==> config.mk <==
export PLATFORM = sky130hd
export DESIGN_NAME = fsc_request_port
export DESIGN_NICKNAME = d
export VERILOG_FILES = /design/src/verilog/fsc_pkg.sv /design/src/verilog/fsc_request_port.sv
export SDC_FILE = /design/constraint.sdc
export NUM_CORES = 1
export LEC_CHECK = 0
export BUFFER_PORTS_ARGS = -buffer_cell sky130_fd_sc_hd__buf_2
export CELL_PAD_IN_SITES_DETAIL_PLACEMENT = 2
export CELL_PAD_IN_SITES_GLOBAL_PLACEMENT = 2
export CORE_ASPECT_RATIO = 1.5
export CORE_MARGIN = 2
export CORE_UTILIZATION = 31
export DETAILED_ROUTE_END_ITERATION = 8
export GPL_TIMING_DRIVEN = 0
export PLACE_DENSITY = 0.93
export SETUP_SLACK_MARGIN = 0.4
export SYNTH_ARGS = -nofsm -noshare
export SYNTH_HDL_FRONTEND = slang
export SYNTH_SLANG_ARGS = --single-unit
==> constraint.sdc <==
create_clock -name i_sys_clk -period 5.4 [get_ports i_sys_clk]
set_input_delay 0.54 -clock i_sys_clk [delete_from_list [all_inputs] [get_ports i_sys_clk]]
set_output_delay 0.54 -clock i_sys_clk [all_outputs]
set_load 0.1 [all_outputs]
==> src/verilog/fsc_pkg.sv <==
`default_nettype none
package fsc_pkg;
    // register layout
    localparam int          ARG_W           = 32;
    localparam int          CMD_W           = 16;
    localparam int          TRIGGER_BIT     = 31;
    localparam int          ACTIVE_BIT      = 28;
    localparam int          RESULT_W        = 28;
    localparam logic        SEL_ARG         = 1'b0;
    localparam logic        SEL_REQ         = 1'b1;

    // guard bytes
    localparam logic [7:0]  FIRST_GUARD     = 8'hB6;
    localparam logic [7:0]  SECOND_GUARD    = 8'hD3;

    // status words
    localparam logic [3:0]  OK_NIBBLE       = 4'hA;
    localparam logic [23:0] FAIL_PREFIX     = 24'hF00000;
    localparam logic [7:0]  ERR_GUARD       = 8'h01;
    localparam logic [7:0]  ERR_NO_RESUME   = 8'h02;
    localparam logic [7:0]  ERR_BUSY        = 8'h03;

    // call opcodes, one byte each and all distinct
    localparam logic [7:0]  OP_SILICON_ID   = 8'h00;
    localparam logic [7:0]  OP_LOAD_BYTES   = 8'h04;
    localparam logic [7:0]  OP_WRITE_ROW    = 8'h05;
    localparam logic [7:0]  OP_PROGRAM_ROW  = 8'h06;
    localparam logic [7:0]  OP_NB_WRITE     = 8'h07;
    localparam logic [7:0]  OP_NB_PROGRAM   = 8'h08;
    localparam logic [7:0]  OP_RESUME       = 8'h09;
    localparam logic [7:0]  OP_ERASE_ALL    = 8'h0A;
    localparam logic [7:0]  OP_CHECKSUM     = 8'h0B;
    localparam logic [7:0]  OP_WRITE_PROT   = 8'h0D;

    // pulse kinds handed to the flash controller interface
    localparam logic [1:0]  KIND_PRESET     = 2'h0;
    localparam logic [1:0]  KIND_ERASE      = 2'h1;
    localparam logic [1:0]  KIND_PROGRAM    = 2'h2;
    localparam logic [1:0]  KIND_CALL       = 2'h3;
    localparam logic [1:0]  STEP_FIRST      = 2'h0;
    localparam logic [1:0]  STEP_LAST       = 2'h2;
    localparam logic [1:0]  STEP_ONE        = 2'h1;

    typedef enum logic [2:0] {
        FSC_IDLE, FSC_FETCH, FSC_CHECK, FSC_WAIT, FSC_FINISH
    } fsc_state_t;
endpackage
`default_nettype wire

==> src/verilog/fsc_request_port.sv <==
// What the document requires
// RL1 - each call has a distinct 8-bit opcode
// RL2 - requester supplies guard bytes B6 and D3+opcode
// RL3 - wrong guard bytes: skip call, report error
// RL4 - every call leaves a 32-bit status word
// RL5 - parameters in argument register or SRAM words
// RL6 - opcode in bits 7:0, zero in 15:8
// RL7 - trigger bit 31 raises non-maskable interrupt
// RL8 - only the call sets the active flag
// RL9 - completion clears trigger bit and active flag
// RL10 - debug requester aborts after one second
// RL11 - success leaves A nibble, failure F00000YY
// RL12 - results returned in argument and request
// RL13 - only the CPU starts non-blocking calls
// RL14 - three non-blocking calls, others block
// RL15 - one interrupt per finished sub-step
// RL16 - CPU resumes from the interrupt handler
// RL17 - non-blocking code must run from SRAM
// RL18 - preset, erase, then program the row
// RL19 - data goes through the page latch first
// RL20 - all flash writes pass one interface
// RL21 - no reset during a 20 ms write
// RL22 - trigger writes ignored while call active
`timescale 1ns/100ps
`default_nettype none
module fsc_request_port (
    // clock and reset
    input  wire logic        i_sys_clk,
    input  wire logic        i_rst,
    // register write port
    input  wire logic        i_reg_wr,
    input  wire logic        i_reg_sel,
    input  wire logic [31:0] i_reg_wdata,
    // register contents
    output logic      [31:0] o_syscall_argument,
    output logic      [31:0] o_syscall_request,
    output logic             o_nmi,
    // sram parameter fetch
    output logic             o_fetch_req,
    input  wire logic        i_fetch_valid,
    input  wire logic [31:0] i_fetch_data,
    // flash controller interface
    output logic             o_flash_start,
    output logic      [1:0]  o_flash_kind,
    input  wire logic        i_flash_done,
    input  wire logic        i_flash_fail,
    input  wire logic [7:0]  i_flash_code,
    input  wire logic [27:0] i_flash_result,
    input  wire logic [15:0] i_flash_ret,
    // non-blocking status
    output logic             o_step_irq,
    output logic             o_nb_busy
);
    ////////////////////////////////////////////////////////////////////////
    // decoding helpers
    function automatic logic keys_ok(input logic [31:0] w,
                                     input logic [7:0] op);
        logic [7:0] k2;
        k2 = fsc_pkg::SECOND_GUARD + op;
        keys_ok = (w[7:0] == fsc_pkg::FIRST_GUARD) && (w[15:8] == k2);
    endfunction

    function automatic logic is_row(input logic [7:0] op);
        is_row = (op == fsc_pkg::OP_WRITE_ROW) ||
                 (op == fsc_pkg::OP_PROGRAM_ROW) ||
                 (op == fsc_pkg::OP_NB_WRITE) ||
                 (op == fsc_pkg::OP_NB_PROGRAM);
    endfunction

    function automatic logic is_nb(input logic [7:0] op);
        is_nb = (op == fsc_pkg::OP_NB_WRITE) ||
                (op == fsc_pkg::OP_NB_PROGRAM);
    endfunction

    function automatic logic is_write(input logic [7:0] op);
        is_write = (op == fsc_pkg::OP_WRITE_ROW) ||
                   (op == fsc_pkg::OP_NB_WRITE);
    endfunction

    function automatic logic uses_sram(input logic [7:0] op);
        uses_sram = is_row(op) || (op == fsc_pkg::OP_LOAD_BYTES);
    endfunction

    function automatic logic [1:0] step_kind(input logic [1:0] idx);
        case (idx)
            fsc_pkg::STEP_FIRST: step_kind = fsc_pkg::KIND_PRESET;
            fsc_pkg::STEP_ONE:   step_kind = fsc_pkg::KIND_ERASE;
            default:             step_kind = fsc_pkg::KIND_PROGRAM;
        endcase
    endfunction

    function automatic logic [31:0] fail_word(input logic [7:0] code);
        fail_word = {fsc_pkg::FAIL_PREFIX, code};
    endfunction

    ////////////////////////////////////////////////////////////////////////
    // state
    fsc_pkg::fsc_state_t state, next_state;
    logic [31:0] arg, next_arg, param, next_param;
    logic [15:0] cmd, next_cmd;
    logic        trig, next_trig, active, next_active;
    logic [1:0]  step, next_step, next_kind;
    logic        nb_pend, next_nb_pend, nb_ready, next_nb_ready;
    logic        nb_fail, next_nb_fail;
    logic [7:0]  nb_code, next_nb_code;
    logic        next_nmi, next_start, next_irq, next_fetch;

    // RL1 opcode field
    wire  [7:0]  opcode  = cmd[7:0];
    wire         req_wr  = i_reg_wr && (i_reg_sel == fsc_pkg::SEL_REQ);
    wire         arg_wr  = i_reg_wr && (i_reg_sel == fsc_pkg::SEL_ARG);
    wire  [7:0]  new_op  = i_reg_wdata[7:0];
    wire  [1:0]  first_step = is_write(opcode) ? fsc_pkg::STEP_FIRST
                                               : fsc_pkg::STEP_LAST;
    wire  [1:0]  step_inc = step + fsc_pkg::STEP_ONE;
    wire  [31:0] ok_word = {fsc_pkg::OK_NIBBLE, {fsc_pkg::RESULT_W{1'b0}}};

    // the active flag sits in the request word; software cannot write it
    assign o_syscall_argument = arg;
    assign o_syscall_request  = {trig, 2'b00, active, 12'h000, cmd};
    assign o_nb_busy          = nb_pend;

    ////////////////////////////////////////////////////////////////////////
    // next-state decode
    always_comb begin
        next_state   = state;
        next_arg     = arg;
        next_param   = param;
        next_cmd     = cmd;
        next_trig    = trig;
        next_active  = active;
        next_step    = step;
        next_kind    = o_flash_kind;
        next_nb_pend = nb_pend;
        next_nb_ready = nb_ready;
        next_nb_fail = nb_fail;
        next_nb_code = nb_code;
        next_nmi     = 1'b0;
        next_start   = 1'b0;
        next_irq     = 1'b0;
        next_fetch   = 1'b0;
        // RL15 sub-step interrupt
        if (nb_pend && !nb_ready && i_flash_done) begin
            next_irq      = 1'b1;
            next_nb_ready = 1'b1;
            next_nb_fail  = i_flash_fail;
            next_nb_code  = i_flash_code;
        end
        case (state)
            fsc_pkg::FSC_IDLE: begin
                if (arg_wr) begin
                    next_arg = i_reg_wdata;
                end
                // RL7 trigger starts call
                if (req_wr) begin
                    next_cmd = i_reg_wdata[fsc_pkg::CMD_W-1:0];
                    if (i_reg_wdata[fsc_pkg::TRIGGER_BIT]) begin
                        next_trig   = 1'b1;
                        // RL8 set by the call
                        next_active = 1'b1;
                        next_nmi    = 1'b1;
                        next_param  = arg;
                        next_fetch  = uses_sram(new_op);
                        next_state  = uses_sram(new_op) ? fsc_pkg::FSC_FETCH
                                                        : fsc_pkg::FSC_CHECK;
                    end
                end
            end
            // RL5 sram parameter block
            fsc_pkg::FSC_FETCH: begin
                next_fetch = !i_fetch_valid;
                if (i_fetch_valid) begin
                    next_param = i_fetch_data;
                    next_state = fsc_pkg::FSC_CHECK;
                end
            end
            fsc_pkg::FSC_CHECK: begin
                next_state = fsc_pkg::FSC_FINISH;
                // RL3 guard byte check
                if (!keys_ok(param, opcode)) begin
                    next_arg = fail_word(fsc_pkg::ERR_GUARD);
                end else if (opcode == fsc_pkg::OP_RESUME) begin
                    // RL14 resume next step
                    if (!nb_pend || !nb_ready) begin
                        next_arg = fail_word(fsc_pkg::ERR_NO_RESUME);
                    end else if (nb_fail || step == fsc_pkg::STEP_LAST) begin
                        next_arg      = nb_fail ? fail_word(nb_code) : ok_word;
                        next_nb_pend  = 1'b0;
                        next_nb_ready = 1'b0;
                    end else begin
                        next_step     = step_inc;
                        next_kind     = step_kind(step_inc);
                        next_start    = 1'b1;
                        next_nb_ready = 1'b0;
                        next_arg      = ok_word;
                    end
                end else if (nb_pend) begin
                    next_arg = fail_word(fsc_pkg::ERR_BUSY);
                end else begin
                    // RL20 single flash path
                    next_start = 1'b1;
                    next_step  = first_step;
                    // RL19 latch loads go first
                    next_kind  = is_row(opcode) ? step_kind(first_step)
                                                : fsc_pkg::KIND_CALL;
                    if (is_nb(opcode)) begin
                        next_nb_pend  = 1'b1;
                        next_nb_ready = 1'b0;
                        next_arg      = ok_word;
                    end else begin
                        next_state = fsc_pkg::FSC_WAIT;
                    end
                end
            end
            fsc_pkg::FSC_WAIT: begin
                if (i_flash_done) begin
                    if (i_flash_fail) begin
                        // RL11 failure word
                        next_arg   = fail_word(i_flash_code);
                        next_state = fsc_pkg::FSC_FINISH;
                    end else if (is_row(opcode) &&
                                 step != fsc_pkg::STEP_LAST) begin
                        // RL18 preset erase program
                        next_step  = step_inc;
                        next_kind  = step_kind(step_inc);
                        next_start = 1'b1;
                    end else begin
                        // RL12 results returned
                        next_arg   = {fsc_pkg::OK_NIBBLE, i_flash_result};
                        next_cmd   = i_flash_ret;
                        next_state = fsc_pkg::FSC_FINISH;
                    end
                end
            end
            fsc_pkg::FSC_FINISH: begin
                // RL9 completion clears flags
                next_trig   = 1'b0;
                next_active = 1'b0;
                next_state  = fsc_pkg::FSC_IDLE;
            end
            default: begin
                next_state = fsc_pkg::FSC_IDLE;
            end
        endcase
    end

    ////////////////////////////////////////////////////////////////////////
    // control flops; requests outside idle are dropped
    // RL22 ignore busy writes
    always_ff @(posedge i_sys_clk or posedge i_rst) begin
        if (i_rst) begin
            state         <= fsc_pkg::FSC_IDLE;
            trig          <= 1'b0;
            active        <= 1'b0;
            step          <= fsc_pkg::STEP_FIRST;
            nb_pend       <= 1'b0;
            nb_ready      <= 1'b0;
            nb_fail       <= 1'b0;
            nb_code       <= 8'h00;
            o_nmi         <= 1'b0;
            o_fetch_req   <= 1'b0;
            o_flash_start <= 1'b0;
            o_flash_kind  <= fsc_pkg::KIND_PRESET;
            o_step_irq    <= 1'b0;
        end else begin
            state         <= next_state;
            trig          <= next_trig;
            active        <= next_active;
            step          <= next_step;
            nb_pend       <= next_nb_pend;
            nb_ready      <= next_nb_ready;
            nb_fail       <= next_nb_fail;
            nb_code       <= next_nb_code;
            o_nmi         <= next_nmi;
            o_fetch_req   <= next_fetch;
            o_flash_start <= next_start;
            o_flash_kind  <= next_kind;
            o_step_irq    <= next_irq;
        end
    end

    // RL4 status word storage
    always_ff @(posedge i_sys_clk or posedge i_rst) begin
        if (i_rst) begin
            arg   <= 32'h00000000;
            param <= 32'h00000000;
            cmd   <= 16'h0000;
        end else begin
            arg   <= next_arg;
            param <= next_param;
            cmd   <= next_cmd;
        end
    end

    ////////////////////////////////////////////////////////////////////////
    // checks; last started kind kept only for the order check
    logic [1:0] last_kind;
    always_ff @(posedge i_sys_clk or posedge i_rst) begin
        if (i_rst) begin
            last_kind <= fsc_pkg::KIND_CALL;
        end else if (o_flash_start) begin
            last_kind <= o_flash_kind;
        end
    end

    chk_nmi_sets_flags: assert property ( // RL7
        @(posedge i_sys_clk) disable iff (i_rst)
        o_nmi |-> (trig && active))
        else $error("interrupt without trigger and active flag");
    chk_active_by_call: assert property ( // RL8
        @(posedge i_sys_clk) disable iff (i_rst)
        $rose(active) |-> o_nmi)
        else $error("active flag set without a call start");
    chk_finish_clears: assert property ( // RL9
        @(posedge i_sys_clk) disable iff (i_rst)
        (state == fsc_pkg::FSC_FINISH)
        |=> (!trig && !active && state == fsc_pkg::FSC_IDLE))
        else $error("completion left a flag standing");
    chk_guard_error: assert property ( // RL3
        @(posedge i_sys_clk) disable iff (i_rst)
        (state == fsc_pkg::FSC_CHECK && !keys_ok(param, opcode))
        |=> (arg == {fsc_pkg::FAIL_PREFIX, fsc_pkg::ERR_GUARD})
            && !o_flash_start)
        else $error("bad guard bytes not reported");
    chk_busy_ignored: assert property ( // RL22
        @(posedge i_sys_clk) disable iff (i_rst)
        (active && req_wr) |=> !o_nmi)
        else $error("trigger accepted while active");
    chk_success_code: assert property ( // RL11
        @(posedge i_sys_clk) disable iff (i_rst)
        (state == fsc_pkg::FSC_WAIT && i_flash_done && !i_flash_fail
         && (!is_row(opcode) || step == fsc_pkg::STEP_LAST))
        |=> (arg[31:28] == fsc_pkg::OK_NIBBLE) ##1 !active)
        else $error("success word missing");
    chk_pep_order: assert property ( // RL18
        @(posedge i_sys_clk) disable iff (i_rst)
        (o_flash_start && o_flash_kind == fsc_pkg::KIND_ERASE)
        |-> (last_kind == fsc_pkg::KIND_PRESET))
        else $error("erase not preceded by preset");
    chk_step_irq: assert property ( // RL15
        @(posedge i_sys_clk) disable iff (i_rst)
        (nb_pend && !nb_ready && i_flash_done) |=> o_step_irq && nb_ready)
        else $error("sub-step interrupt missing");
    chk_blocking_hold: assert property ( // RL14
        @(posedge i_sys_clk) disable iff (i_rst)
        (state == fsc_pkg::FSC_WAIT) |-> (active && trig && !nb_pend))
        else $error("blocking call released early");
endmodule // fsc_request_port
`default_nettype wire

==> flow_summary.yaml <==
outcome:
  status: "finished clean"
synth:
  yosys-top-cells-area: "dfrtp_1 (43%), mux2_2 (5.6%), mux2i_1 (5.6%)"
  synth_top_cell_by_area: "dfrtp_1"
  synth.distinct_cells: 61
  ys.flop_type: "dfrtp_1"
  synth_top_area_frac: 0.432
  synth_edf_count: 0
  syn_inst: 536
  syn_area_mm2: 0.00504
  seq_area_frac_synth: 0.432
  async_reset_ff_frac: 1.00
  syn_area_per_cell_um2: 9.40
  yosysWarnings: 0
  ys_ff_latch: 87
placed_design:
  dp_hpwl_mm: 16.1
  dp_cells: 919
  place.gp.congestion: 0.887
  port_buffers: 163
  dp_worst_setup_slack_ns: 2.09
die:
  die_y_um: 160
  fp.dieW_um: 108
  rows: 57
  core_mm2: 0.0160
  fp.dieArea_mm2: 0.0173
  io_pins: 194
  initial_core_util: 0.314
critical_path:
  cp.arrival_ns: 3.60
  slowest_delay_ns: 0.63
  crit_slowest_cell: "dfrtp_1"
  cp.required_ns: 5.64
  crit_path_end_kind: "flop"
  worstSetupPathType: "reg2reg"
  cp_max_fo: 10
  path_buf_inv: 2
  worstPathCellList: "inv_1 > ha_1 > or3_1 > nand4b_1 > a21oi_2 > a221o_1 > a21oi_1 > buf_2 > mux2_2"
  critPathTopFamily: "compound AO/OA/AOI/OAI gates"
  worst_setup_path_start_kind: "flop"
cells_and_area:
  synthToLayoutAreaGrowth_pct: 28.8
  final_layout_size_suffix_gt1_frac: 0.332
  fin_nets: 853
  fin_cells: 936
global_routing:
  overflow: 0
  grt_pass1_vias: 5685
  grt_max_degree: 69
  grt.total_usage: 0.246
  grt_first_pass_wirelength_mm: 32.2
  antenna_found_initial: 2
sta:
  setup_viol: 0
  finalHoldViolations: 0
  fin_setup_tns_ns: 0
  slew_headroom: 0.262
  finalMaxSlewViolations: 0
  max_freq_mhz: 298
  min_period_over_period: 0.622
  whs_ns: 0.126
  rsz0062_at_grt: "no"
  finalCriticalPeriod_ns: 3.36
  tightest_slew_ns: 1.10
  skew_ns: 0.0155
  setup_ws_ns: 2.04
clock_tree:
  cts-resized-gates: 0
  cts_root_buf: "clkbuf_16"
  clkTransAtPathRegs_ns: 0.08
  cts_tree: "done"
  hold_buffers: 0
  cts_setup_buffers: 0
  cts_buffers: 9
  cts_sinks: 87
  clk_path_buf_depth: 2
  clk_latency_ns: 0.36
  cts_htree_levels: 3
routing:
  num_vias: 4992
  ant_nets: 0
  drt-initial-drc-count: 226
  drcViolationCount: 0
  avgViaCountPerCell: 5.33
  dr.pass1.iters: 4
  totalWireLength_mm: 20.8
  wire_per_inst_um: 22.2
min_path:
  worstHoldPathType: "in2async"
run:
  drv_cap: 0
power:
  power.internal_mw: 1.96
  swShare: 0.589
  ir_worst_vdd_mv: 0.426
  power_switching_mw: 2.81
  power_frac_seq: 0.250
  p_comb_frac: 0.616
  cellLeakagePower_nw: 3.04
  pwr-share-clk: 0.134
  power.density_mw_per_mm2: 734
==> metrics by stage <==
stage / total power [mW] / util / instance area [um^2]
floorplan: 3.45 / - / 5090
global placement: 3.96 / 0.384 / 6160
detailed placement: 4.10 / 0.386 / 6190
CTS: 4.77 / 0.404 / 6480
global route: 4.97 / 0.404 / 6490
finish: 4.76 / 0.404 / 6490
==> registers in the layout, summed over array words and instances, names as in the netlist <==
register / flops
o_step_irq: 1
cmd: 16
nb_code: 8
o_syscall_argument: 32
nb_fail: 1
nb_ready: 1
o_nmi: 1
o_flash_start: 1
o_fetch_req: 1
o_flash_kind: 2
state: 3
step: 2
param: 16
o_nb_busy: 1
active: 1
==> area by class of cell <==
| cell class | count | area [um^2] |
|---|---|---|
| inverters | 17 | 66.3 |
| clock buffers | 9 | 225 |
| fillers | 1836 | 9560 |
| well taps | 206 | 258 |
| flip-flops and latches | 87 | 2180 |
| plain buffers | 52 | 280 |
| diodes | 1 | 2.50 |
| multi-input cells | 393 | 2560 |
| clock inverters | 7 | 70.1 |
| repair buffers | 164 | 843 |
==> Yosys cell counts, types with 3 or more instances <==
cell,n
xor2_1,3
nand2b_1,5
a21oi_1,33
a221o_1,4
mux2_4,4
a22o_1,20
buf_2,5
clkbuf_1,25
nand4b_1,3
a211oi_1,4
nor3_1,9
mux2i_1,28
o21ai_0,12
nor2_1,58
nor4_1,4
ha_1,6
nand3_1,4
nor2b_1,4
buf_1,3
dfrtp_1,87
xnor2_1,4
o22ai_1,4
nand2_1,74
nand4_1,3
buf_4,17
a31oi_1,21
o31ai_1,3
nand3b_1,5
mux2_2,25
inv_1,16
o2111ai_1,4
==> kinds of logic after synthesis <==
logic type / share of synthesized area
muxes: 0.123
xor gates and xnor gates: 0.0154
other: 0.000744
DFF: 0.432
AOI/OAI and AO/OA: 0.184
adders and majority gates: 0.0149
and+or+nand+nor: 0.161
buffers and inverters: 0.0683
==> worst paths after layout <==
path                                   startpoint                                  to  slack (ns)  cells after the start
setup / recovery               cmd[0]$_DFFE_PP0P_  o_syscall_argument[11]$_DFFE_PP0P_        2.04                      9
hold / removal                              i_rst  o_syscall_argument[18]$_DFFE_PP0P_        0.13                      2
setup reg to reg               cmd[0]$_DFFE_PP0P_  o_syscall_argument[11]$_DFFE_PP0P_        2.04                      9
hold reg to reg            nb_code[2]$_DFFE_PP0P_              nb_code[2]$_DFFE_PP0P_        0.48                      2
max in group asynchronous                   i_rst               o_fetch_req$_DFF_PP0_        4.61                      3
min in group i_sys_clk              i_fetch_valid               o_fetch_req$_DFF_PP0_        0.39                      2
==> cells in the final DEF (no fill, tap or decap), drive strengths merged, types with 3 or more instances in the layout <==
master   synthesis  routed
buf             27     191
dfrtp           87      87
nand2           74      74
nor2            58      58
a21oi           34      34
clkbuf          25      34
mux2            29      29
mux2i           28      28
a31oi           21      21
inv             16      21
a22o            20      20
conb             1      14
o21ai           12      12
nor3             9       9
ha               6       6
nand3b           5       5
nand2b           5       5
nor4             5       5
nor2b            4       4
nand3            4       4
a221o            4       4
o2111ai          4       4
a211oi           4       4
xnor2            4       4
o22ai            4       4
xor2             4       4
nand4            3       3
nand4b           3       3
o31ai            3       3
==> power by group through the flow <==
stage	Clock [mW]	Combinational, mW	Sequential, mW
global placement	0	2.80	1.16
finish	0.638	2.93	1.19
detailed placement	0	2.91	1.19
CTS	0.644	2.94	1.19
floorplan	0	1.06	2.38
global route	0.668	3.08	1.22
==> routing by layer <==
| layer | share of wire | GRT usage | vias up | routed length (um) |
|---|---|---|---|---|
| met1 | 0.37 | 0.264 | 2493 | 7670 |
| li1 | - | - | 2263 | - |
| met2 | 0.54 | 0.448 | 176 | 11100 |
| met4 | 0.052 | 0.134 | 2 | 1070 |
| met3 | 0.043 | 0.0424 | 58 | 901 |
| met5 | 0.00082 | 0 | - | 17 |
(Power assumes the default switching activity.)
